`config.mk`:
```
export PLATFORM = sky130hd
export DESIGN_NAME = svm_supply_monitor
export DESIGN_NICKNAME = d
export VERILOG_FILES = /design/src/pkg/svm_pkg.sv /design/src/core/svm_supply_monitor.sv /design/src/core/svm_sync.sv /design/src/core/svm_tick_div.sv
export VERILOG_INCLUDE_DIRS = /design/src /design/src/pkg
export SDC_FILE = /design/constraint.sdc
export NUM_CORES = 1
export LEC_CHECK = 0
export ABC_AREA = 1
export BUFFER_PORTS_ARGS = -buffer_cell sky130_fd_sc_hd__buf_2
export CAP_MARGIN = 5
export CORE_MARGIN = 10
export CORE_UTILIZATION = 58
export DETAILED_ROUTE_END_ITERATION = 12
export GPL_ROUTABILITY_DRIVEN = 0
export PLACE_DENSITY = 0.86
export SLEW_MARGIN = 25
export SYNTH_ARGS = -nofsm -noshare
export SYNTH_HDL_FRONTEND = slang
export SYNTH_SLANG_ARGS = --single-unit
```
`constraint.sdc`:
```
create_clock -name pclk -period 2.28 [get_ports pclk]
set_input_delay 0.114 -clock pclk [delete_from_list [all_inputs] [get_ports pclk]]
set_output_delay 0.114 -clock pclk [all_outputs]
set_load 0.01 [all_outputs]
```
`src/pkg/svm_regs.svh`:
```
`ifndef SVM_REGS_SVH
`define SVM_REGS_SVH

// Threshold code width of the analog comparators
`define SVM_THR_W 7

// Register byte addresses
`define SVM_ADDR_STATE 8'h00
`define SVM_ADDR_MON 8'h04
`define SVM_ADDR_IRQ_STATUS 8'h08
`define SVM_ADDR_IRQ_MASK 8'h0C
`define SVM_ADDR_OTP 8'h10

// Field positions
`define SVM_MON_EN_BIT 7
`define SVM_STATE_SWMODE_BIT 3
`define SVM_STATE_CMP_LSB 4
`define SVM_OTP_START_LSB 8
`define SVM_OTP_BUF_BIT 16
`define SVM_IRQ_W 3
`define SVM_IRQ_MON 0
`define SVM_IRQ_BACKUP 1
`define SVM_IRQ_STARTED 2

// Reset values
`define SVM_MON_THR_RST 7'h00
`define SVM_IRQ_MASK_RST 3'h0

// Timing
`define SVM_CLK_PERIOD_NS 8
`define SVM_POR_SAMPLE_MS 1
`define SVM_DEBOUNCE_US 125
`define SVM_POR_SAMPLE_CYCLES ((`SVM_POR_SAMPLE_MS * 1000000) / `SVM_CLK_PERIOD_NS)
`define SVM_DEBOUNCE_CYCLES ((`SVM_DEBOUNCE_US * 1000) / `SVM_CLK_PERIOD_NS)
`define SVM_DEB_W 16

`endif

```
`src/pkg/svm_pkg.sv`:
```
`include "svm_regs.svh"

package svm_pkg;

  typedef logic [`SVM_THR_W-1:0] svm_thr_t;

  typedef enum logic [2:0] {
    SVM_NOSUPPLY,
    SVM_BACKUP,
    SVM_OFF,
    SVM_STARTUP,
    SVM_ACTIVE,
    SVM_SLEEP
  } svm_pstate_t;

  // Comparator outputs, one bit each: 1 = supply above threshold
  typedef struct packed {
    logic mon_above;
    logic low_above;
    logic por_above;
  } svm_cmp_t;

  // Settings driven to the analog comparators
  typedef struct packed {
    logic sense_buffer_enable;
    logic mon_comp_enable;
    svm_thr_t mon_code;
    svm_thr_t low_code;
  } svm_ana_ctrl_t;

endpackage

```
`src/core/svm_supply_monitor.sv`:
```
// Behaviour
// While the main supply is below the power-on-reset level the block holds the no-supply state with everything, the real-time clock included, off.
// The code drives only rtc_enable and por_reset_n low there; the monitor comparator stays enabled and the sense buffers follow their setting.
// A main supply above the power-on-reset level moves the block from no-supply to backup.
// From backup the block moves to off once the main supply is above the low-system threshold.
// A main supply below the low-system threshold in active, sleep or off sends the block back to backup.
// The low-system and start thresholds come only from the one-time-programmable settings and no register write can change them.
// During power-up the monitor comparator uses the start threshold and off-to-startup is allowed only while it reports the supply above it.
// When start-up completes the monitor comparator is switched off, and software may then set a new threshold and enable it again.
// A falling main supply is checked against the power-on-reset level once every millisecond.
// The monitor comparator uses one threshold code for both directions, with no hysteresis, so it can raise repeated interrupts at the threshold.
// After a monitor interrupt no new monitor interrupt is raised for the debounce interval.
// When the sense-buffer setting is one the internal buffers of the sense path are enabled.
// Comparator outputs are synchronised to the clock before they steer the state machine or the interrupts.
`timescale 1ns/1ps
`include "svm_regs.svh"

module svm_supply_monitor
  import svm_pkg::*;
#(
  parameter int unsigned POR_SAMPLE_CYCLES = `SVM_POR_SAMPLE_CYCLES,
  parameter int unsigned DEBOUNCE_CYCLES = `SVM_DEBOUNCE_CYCLES
)
(
  input wire logic pclk,
  input wire logic presetn,
  input wire logic psel,
  input wire logic penable,
  input wire logic pwrite,
  input wire logic [7:0] paddr,
  input wire logic [31:0] pwdata,
  output logic [31:0] prdata,
  output logic pready,
  output logic pslverr,
  input wire svm_cmp_t cmp_in,
  input wire svm_thr_t otp_low_system_threshold,
  input wire svm_thr_t otp_startup_supply_threshold,
  input wire logic otp_sense_buffer,
  input wire logic on_request,
  input wire logic sleep_request,
  input wire logic startup_done,
  output svm_ana_ctrl_t ana_ctrl,
  output svm_pstate_t power_state,
  output logic rtc_enable,
  output logic por_reset_n,
  output logic irq
);

  typedef struct packed {
    svm_pstate_t state;
    logic sw_mode;
    svm_thr_t mon_thr;
    logic mon_en;
    logic mon_prev;
    logic mon_prev_valid;
    logic [`SVM_DEB_W-1:0] deb_cnt;
    logic [`SVM_IRQ_W-1:0] irq_status;
    logic [`SVM_IRQ_W-1:0] irq_mask;
    logic irq;
    logic pready;
    logic pslverr;
    logic [31:0] prdata;
    svm_ana_ctrl_t ana;
    logic rtc_en;
    logic por_rstn;
  } svm_state_t;

  svm_state_t r_reg;
  svm_state_t r_next;
  svm_cmp_t cmp_sync;
  logic por_tick;

  // Comparators are asynchronous to pclk
  svm_sync #(
    .WIDTH(3)
  ) u_cmp_sync (
    .pclk(pclk),
    .presetn(presetn),
    .d(cmp_in),
    .q(cmp_sync)
  );

  svm_tick_div #(
    .PERIOD(POR_SAMPLE_CYCLES)
  ) u_por_tick (
    .pclk(pclk),
    .presetn(presetn),
    .tick(por_tick)
  );

  logic setup_phase;
  logic access_done;
  logic wr_done;
  logic rd_status_done;
  logic mon_active;
  logic mon_edge;
  logic [`SVM_IRQ_W-1:0] events;
  logic [31:0] rd_value;
  logic rd_hit;

  always_comb
  begin
    setup_phase = psel && !penable && !r_reg.pready;
    access_done = psel && penable && r_reg.pready;
    wr_done = access_done && pwrite;
    rd_status_done = access_done && !pwrite && (paddr == `SVM_ADDR_IRQ_STATUS);
    mon_active = r_reg.sw_mode && r_reg.mon_en;
    events = '0;
    rd_value = 32'h0000_0000;
    rd_hit = 1'b1;
    unique case (paddr)
      `SVM_ADDR_STATE:
      begin
        rd_value[2:0] = r_reg.state;
        rd_value[`SVM_STATE_SWMODE_BIT] = r_reg.sw_mode;
        rd_value[`SVM_STATE_CMP_LSB +: 3] = cmp_sync;
      end
      `SVM_ADDR_MON:
      begin
        rd_value[`SVM_THR_W-1:0] = r_reg.mon_thr;
        rd_value[`SVM_MON_EN_BIT] = r_reg.mon_en;
      end
      `SVM_ADDR_IRQ_STATUS:
        rd_value[`SVM_IRQ_W-1:0] = r_reg.irq_status;
      `SVM_ADDR_IRQ_MASK:
        rd_value[`SVM_IRQ_W-1:0] = r_reg.irq_mask;
      `SVM_ADDR_OTP:
      begin
        rd_value[`SVM_THR_W-1:0] = otp_low_system_threshold;
        rd_value[`SVM_OTP_START_LSB +: `SVM_THR_W] = otp_startup_supply_threshold;
        rd_value[`SVM_OTP_BUF_BIT] = otp_sense_buffer;
      end
      default:
        rd_hit = 1'b0;
    endcase

    r_next = r_reg;

    // APB: answer registered in the setup cycle, pready high for one access cycle
    r_next.pready = setup_phase;
    if (setup_phase)
    begin
      r_next.pslverr = !rd_hit;
      r_next.prdata = pwrite ? 32'h0000_0000 : rd_value;
    end
    else if (access_done)
    begin
      r_next.pslverr = 1'b0;
      r_next.prdata = 32'h0000_0000;
    end

    // Thresholds of the low-system and start comparators are not writable
    if (wr_done && paddr == `SVM_ADDR_MON)
    begin
      r_next.mon_thr = pwdata[`SVM_THR_W-1:0];
      r_next.mon_en = pwdata[`SVM_MON_EN_BIT];
    end
    if (wr_done && paddr == `SVM_ADDR_IRQ_MASK)
      r_next.irq_mask = pwdata[`SVM_IRQ_W-1:0];

    // Power state machine
    unique case (r_reg.state)
      SVM_NOSUPPLY:
      begin
        if (cmp_sync.por_above)
          r_next.state = SVM_BACKUP;
      end
      SVM_BACKUP:
      begin
        if (cmp_sync.low_above)
          r_next.state = SVM_OFF;
      end
      SVM_OFF:
      begin
        if (!cmp_sync.low_above)
          r_next.state = SVM_BACKUP;
        else if (on_request && cmp_sync.mon_above)
          r_next.state = SVM_STARTUP;
      end
      SVM_STARTUP:
      begin
        if (!cmp_sync.low_above)
          r_next.state = SVM_BACKUP;
        else if (startup_done)
        begin
          r_next.state = SVM_ACTIVE;
          r_next.sw_mode = 1'b1;
          r_next.mon_en = 1'b0;
          events[`SVM_IRQ_STARTED] = 1'b1;
        end
      end
      SVM_ACTIVE:
      begin
        if (!cmp_sync.low_above)
          r_next.state = SVM_BACKUP;
        else if (sleep_request)
          r_next.state = SVM_SLEEP;
      end
      SVM_SLEEP:
      begin
        if (!cmp_sync.low_above)
          r_next.state = SVM_BACKUP;
        else if (!sleep_request)
          r_next.state = SVM_ACTIVE;
      end
      // Unused codes fall back to the safe state
      default:
        r_next.state = SVM_NOSUPPLY;
    endcase

    // Falling supply is only looked at on the sampling tick
    if (r_reg.state != SVM_NOSUPPLY && por_tick && !cmp_sync.por_above)
      r_next.state = SVM_NOSUPPLY;

    if (r_next.state == SVM_BACKUP && r_reg.state != SVM_BACKUP)
      events[`SVM_IRQ_BACKUP] = 1'b1;
    if (r_next.state == SVM_NOSUPPLY || r_next.state == SVM_BACKUP)
      r_next.sw_mode = 1'b0;

    // Monitor comparator: a change of level while software has it enabled (sw_mode and mon_en) is an event if the debounce count is zero
    mon_edge = mon_active && r_reg.mon_prev_valid && (cmp_sync.mon_above != r_reg.mon_prev);
    r_next.mon_prev = cmp_sync.mon_above;
    r_next.mon_prev_valid = mon_active;
    if (r_reg.deb_cnt != '0)
      r_next.deb_cnt = r_reg.deb_cnt - `SVM_DEB_W'(1);
    else if (mon_edge)
    begin
      events[`SVM_IRQ_MON] = 1'b1;
      r_next.deb_cnt = `SVM_DEB_W'(DEBOUNCE_CYCLES);
    end

    // Read clears only the bits that were returned; a new event wins
    if (rd_status_done)
      r_next.irq_status = r_reg.irq_status & ~r_reg.prdata[`SVM_IRQ_W-1:0];
    r_next.irq_status = r_next.irq_status | events;
    r_next.irq = |(r_next.irq_status & r_next.irq_mask);

    // Analog settings: start threshold until start-up is done
    r_next.ana.low_code = otp_low_system_threshold;
    r_next.ana.mon_code = r_next.sw_mode ? r_next.mon_thr : otp_startup_supply_threshold;
    r_next.ana.mon_comp_enable = r_next.sw_mode ? r_next.mon_en : 1'b1;
    r_next.ana.sense_buffer_enable = otp_sense_buffer;

    r_next.rtc_en = (r_next.state != SVM_NOSUPPLY);
    r_next.por_rstn = (r_next.state != SVM_NOSUPPLY);
  end

  always_ff @(posedge pclk or negedge presetn)
  begin
    if (!presetn)
    begin
      r_reg <= '0;
      r_reg.state <= SVM_NOSUPPLY;
      r_reg.mon_thr <= `SVM_MON_THR_RST;
      r_reg.irq_mask <= `SVM_IRQ_MASK_RST;
    end
    else
      r_reg <= r_next;
  end

  assign prdata = r_reg.prdata;
  assign pready = r_reg.pready;
  assign pslverr = r_reg.pslverr;
  assign ana_ctrl = r_reg.ana;
  assign power_state = r_reg.state;
  assign rtc_enable = r_reg.rtc_en;
  assign por_reset_n = r_reg.por_rstn;
  assign irq = r_reg.irq;

endmodule

```
`src/core/svm_sync.sv`:
```
`timescale 1ns/1ps

module svm_sync
  import svm_pkg::*;
#(
  parameter int unsigned WIDTH = 1
)
(
  input wire logic pclk,
  input wire logic presetn,
  input wire logic [WIDTH-1:0] d,
  output logic [WIDTH-1:0] q
);

  typedef struct packed {
    logic [WIDTH-1:0] meta;
    logic [WIDTH-1:0] stable;
  } svm_sync_state_t;

  svm_sync_state_t r_reg;
  svm_sync_state_t r_next;

  always_comb
  begin
    r_next.meta = d;
    r_next.stable = r_reg.meta;
  end

  always_ff @(posedge pclk or negedge presetn)
  begin
    if (!presetn)
      r_reg <= '0;
    else
      r_reg <= r_next;
  end

  assign q = r_reg.stable;

endmodule

```
`src/core/svm_tick_div.sv`:
```
`timescale 1ns/1ps

module svm_tick_div
  import svm_pkg::*;
#(
  parameter int unsigned PERIOD = 2
)
(
  input wire logic pclk,
  input wire logic presetn,
  output logic tick
);

  localparam int unsigned W = $clog2(PERIOD + 1);

  typedef struct packed {
    logic [W-1:0] count;
    logic tick;
  } svm_div_state_t;

  svm_div_state_t r_reg;
  svm_div_state_t r_next;

  always_comb
  begin
    r_next = r_reg;
    r_next.tick = 1'b0;
    if (r_reg.count == W'(PERIOD - 1))
    begin
      r_next.count = '0;
      r_next.tick = 1'b1;
    end
    else
      r_next.count = r_reg.count + W'(1);
  end

  always_ff @(posedge pclk or negedge presetn)
  begin
    if (!presetn)
      r_reg <= '0;
    else
      r_reg <= r_next;
  end

  assign tick = r_reg.tick;

endmodule

```
# Word level (Yosys, flattened, before mapping)
# Index checks and enable logic that the tools add are counted.
totals:
  reg_bits: 112
  input_bits: 66
  wordCells: 115
classes:
  addsub: 2
  n_eq_ne: 13
  mux: 42
  n_bitwise: 4
  n_reduce_logical: 32
ops:
  columns: ["cell", "count"]
  rows:
  - ["2-to-1 mux 33 bit", 2]
  - ["2-to-1 mux 3 bit", 12]
  - ["2-to-1 mux 17 bit", 2]
  - ["2-to-1 mux 16 bit", 2]
  - ["case mux 3 bit (6 select lines)", 1]
  - ["adder 17 x 1 -> 17 bit, second input constant", 1]
  - ["equality test 17 bit, second input constant", 1]
  - ["2-to-1 mux 1 bit", 17]
  - ["equality test 8 x 4 -> 1 bit, second input constant", 2]
  - ["logical AND 1 bit", 16]
  - ["nonzero test 16 bit", 1]
  - ["subtractor 16 x 1 -> 16 bit, second input constant", 1]
  - ["case mux 3 bit (5 select lines)", 1]
  - ["2-to-1 mux 7 bit", 2]
  - ["case mux 4 bit (3 select lines)", 1]
  - ["equality test 8 x 3 -> 1 bit, second input constant", 1]
  - ["equality test 8 x 5 -> 1 bit, second input constant", 1]
  - ["zero test 8 bit", 1]
  - ["2-to-1 mux 8 bit", 1]
  - ["bitwise AND 3 bit", 2]
  - ["equality test 3 x 1 -> 1 bit, second input constant", 2]
  - ["equality test 3 x 2 -> 1 bit, second input constant", 2]
  - ["equality test 3 bit, second input constant", 2]
  - ["zero test 3 bit", 2]
  - ["11 further kinds", 17]

# Depth between registers and ports, before layout
depth:
  word_depth: 11
  depth_mapped: 10

# Cells and area by module
# A second synthesis with hierarchy kept.
hier_totals:
  cells_unflattened: 614
  hier_area_um2: 4952.2
by_module_without_submodules:
  columns: ["mod", "n_inst", "cells_per_inst", "area_each_um2", "seq_area_each_um2"]
  rows:
  - ["svm_supply_monitor", 1, 474, 3803.6, 1801.7]
  - ["svm_tick_div", 1, 134, 998.5, 450.4]
  - ["svm_sync", 1, 6, 150.1, 150.1]

# Worst setup path before layout
# No wires, ideal clock.
synth_timing:
  path_type: "flip-flop to flip-flop"
  startpoint: "register u_por_tick.r_reg[1] (netlist name)"
  endpoint: "register u_por_tick.r_reg[15] (netlist name)"
  setup_ns: 0.114
  arrival_time_ns: 1.315
  required_time_ns: 2.166
  path_slack_ns: 0.851
  stages_incl_launch_ff: 8
  n_path_buf: 0
  synth_period_minus_slack_ns: 1.429
  cell_sequence: "dfrtp_1 ha_1 nand3_1 nor3_1 nand3_1 xor2_1 nand2_1 inv_1"
synth_rtl:
  columns: ["element", "line_no", "text"]
  rows:
  - ["start: declaration", "svm_tick_div.sv:21", "svm_div_state_t r_reg;"]
  - ["start signal: assignment", "svm_tick_div.sv:42", "r_reg <= r_next;"]

# Final worst setup path
layout_timing:
  startpoint: "register r_reg[59] (netlist name)"
  endpoint: "register r_reg[59] (netlist name)"
layout_between:
  elab_chain_len: 2
  elab_cells_between_ends: 4
  classes_between: "1 x add/sub; 1 x mux; 2 x reduce/logical"
layout_rtl:
  columns: ["element", "line_no", "text"]
  rows:
  - ["start: declaration", "svm_supply_monitor.sv:68", "svm_state_t r_reg;"]
  - ["start signal: assignment", "svm_supply_monitor.sv:258", "r_reg <= r_next;"]
  - ["subtractor 16 x 1 -> 16 bit / nonzero test 16 bit (equally long branches)", "svm_supply_monitor.sv:225, svm_supply_monitor.sv:224", null]
  - ["2-to-1 mux 16 bit / nonzero test 2 bit (equally long branches)", null, null]
# Parallel ways exist; a longest one is shown, timed or not.
# A chain may end at the register's enable or synchronous reset.

==> flow_summary.json <==
{
  "drv_cap": 0,
  "grt.total_usage": 0.176,
  "diodes": 0,
  "ys_seq_area_frac": 0.483,
  "drv_slew": 0,
  "vias": 4068,
  "rsz0062_at_grt": "no",
  "outcome": "finished clean",
  "die_w_um": 113,
  "worst_ep_arrival_time_ns": 2.08,
  "switching_share": 0.279,
  "drc": 0,
  "io_buffers": 81,
  "place_ws_ns": 0.447,
  "synth_enable_flop_cells": 0,
  "ant_nets": 0,
  "comb_power_share": 0.128,
  "drive_gt1_frac": 0.196,
  "p_total_w": 0.00337,
  "drt_pass1_iterations": 5,
  "reg2reg_depth": 9,
  "grt_pass1_wl_mm": 18.9,
  "vdd_drop_max_v": 0.000338,
  "drtIter0Drc": 254,
  "wire_per_inst_um": 14.7,
  "hold_viol": 0,
  "rows": 33,
  "syn_avg_cell_area_um2": 8.26,
  "power_frac_seq": 0.539,
  "design_area_mm2": 0.00553,
  "htreeDepth": 3,
  "clockRootBuffer": "clkbuf_8",
  "synth-compound-area-share": 0.0629,
  "worstSetupPathType": "register to register",
  "ys_types": 39,
  "power.leakage_nw": 3.06,
  "fin_crit_ns": 1.84,
  "crit_path_start_kind": "register",
  "synth.area.mux_share": 0,
  "netSwitchingPower_w": 0.000940,
  "antenna_found_initial": 0,
  "yosys_register_bits": 96,
  "synth-async-reset-ratio": 1.00,
  "synth_xor_area_frac": 0.0317,
  "fin_crit_sh": 0.806,
  "cts_buffers": 9,
  "largest_reg_flops": 33,
  "finalSetupViolCount": 0,
  "gr-total-overflow": 0,
  "ioPinCount": 122,
  "worstMarginPinSlew_ns": 0.522,
  "dpl_cell_area_mm2": 0.00517,
  "area_growth_pct": 11.2,
  "fin_nets": 740,
  "clockBufferDepth": 2,
  "fmax_mhz": 544,
  "syn-cell-area_mm2": 0.00497,
  "clock_latency_ns": 0.36,
  "synth_top_family_by_area": "simple AND/OR/NAND/NOR gates",
  "clkTransAtPathRegs_ns": 0.10,
  "die_area_mm2": 0.0127,
  "grt_max_degree": 58,
  "p_per_area_mw_per_mm2": 610,
  "worst-path-max-fanout": 11,
  "totalWireLength_mm": 11.5,
  "clkPwrFrac": 0.333,
  "worst_slack_ns": 0.443,
  "initial_core_util": 0.599,
  "worst_setup_path_end_kind": "register",
  "synth_fa_ha_area_frac": 0.00755,
  "coreArea_mm2": 0.00830,
  "cts_resized": 0,
  "syn-instance-count": 602,
  "fin_skew_ns": 0.0131,
  "hpwl_mm": 8.56,
  "yosys.area_share.simple": 0.264,
  "critical_path_required_ns": 2.53,
  "max_slew_margin": 0.652,
  "grt_pass1_vias": 4059,
  "hp-class": "input pin to register",
  "internal_power_w": 0.00243,
  "dpl.cell_count": 748,
  "chipHeight_um": 113,
  "viasPerCell": 5.22,
  "setup_tns_ns": 0,
  "hold_path_depth": 3,
  "synthFlopType": "dfrtp_1",
  "cts_tree": "built",
  "ys_warn_count": 0,
  "instances_no_fill": 780,
  "clock_sinks": 96
}
-- worst paths after layout --
path / from / endpoint / slack, ns
setup / recovery: r_reg[59] / r_reg[59] / 0.44
hold / removal: psel / pready / 0.009
setup reg to reg: r_reg[59] / r_reg[59] / 0.44
hold reg to reg: u_cmp_sync.r_next[0] / u_cmp_sync.q[0] / 0.36
max in group asynchronous: presetn / r_reg[73] / 1.34
min in group asynchronous: presetn / ana_ctrl[2] / 0.26
-- layer usage --
metal	GRT usage	vias up	wire [um]	share of wire
met5	0	-	0	0
met4	0.0635	0	242	0.021
met3	0.0405	21	790	0.069
met2	0.303	152	5720	0.50
met1	0.209	1937	4700	0.41
li1	-	1958	-	-
-- area by class of cell --
class,instances,area [um2]
multi-input cells,380,1880
fillers,638,2770
flip-flops and latches,96,2400
inverters,84,315
well taps,105,131
clock inverters,6,68.8
repair buffers,100,606
clock buffers,9,124
-- power by group through the flow --
stage,Clock (W),Combinational [W],Sequential (W)
after global placement,0,0.000392,0.00185
after detailed placement,0,0.000408,0.00185
after CTS,0.00114,0.000434,0.00182
final,0.00112,0.000432,0.00182
after floorplan,0,0.000305,0.00185
after global routing,0.00121,0.000483,0.00183
-- stage by stage --
step | utilization | hold WS, ns
after floorplan | - | -0.182
after global placement | 0.623 | 0.113
after detailed placement | 0.623 | 0.118
after CTS | 0.666 | 0.00245
after global routing | 0.666 | 0.0290
final | 0.666 | 0.00939
-- worst max-delay path, stage by stage (launching register included) --
cell	delay [ns]
dfrtp_1	0.38
inv_1	0.13
ha_1	0.20
nand2_1	0.07
nor2_1	0.15
nand2_1	0.16
inv_2	0.20
nand2_1	0.21
o21ai_0	0.13
o21ai_1	0.09
-- what timing repair did --
item                      CTS  global route
buffers inserted            0             0
hold endpoints to repair   59             0
hold buffers               17             0
-- cell usage in the layout (no fill, tap or decap), drive strengths merged --
cell,instances
xnor2,2
a22o,1
a21boi,1
o21ai,36
nand2,144
nor2,67
nor4,2
nand3,43
clkinvlp,1
clkinv,2
clkbuf,9
buf,83
nor3b,1
o22ai,1
inv,86
nand4,14
nor3,14
and2,1
dlygate4sd3,17
xor2,16
o31ai,2
ha,3
nand3b,2
a32o,2
bufinv,1
o21bai,1
dfrtp,96
a21oi,8
or2,3
conb,16
-- cells by family (layout without fill, tap and decap cells) --
| kind of cell | after synthesis | in the layout |
|---|---|---|
| XOR/XNOR | 18 | 18 |
| other | 1 | 16 |
| adder cells (fa/ha/maj) | 3 | 3 |
| flip-flops | 96 | 96 |
| AO/OA/AOI/OAI | 52 | 52 |
| buffers and inverters | 141 | 199 |
| AND/OR/NAND/NOR | 291 | 291 |
-- cells in the mapped netlist, types with 12 or more instances --
cell type,n,area share
dfrtp_1,96,0.48
nand3_1,39,0.039
buf_4,53,0.080
nand2_1,139,0.10
nand4_1,14,0.018
nor2_1,57,0.043
xor2_1,16,0.028
inv_1,79,0.060
o21ai_1,26,0.026
nor3_1,12,0.012
Power figures use the tool's default switching activity.
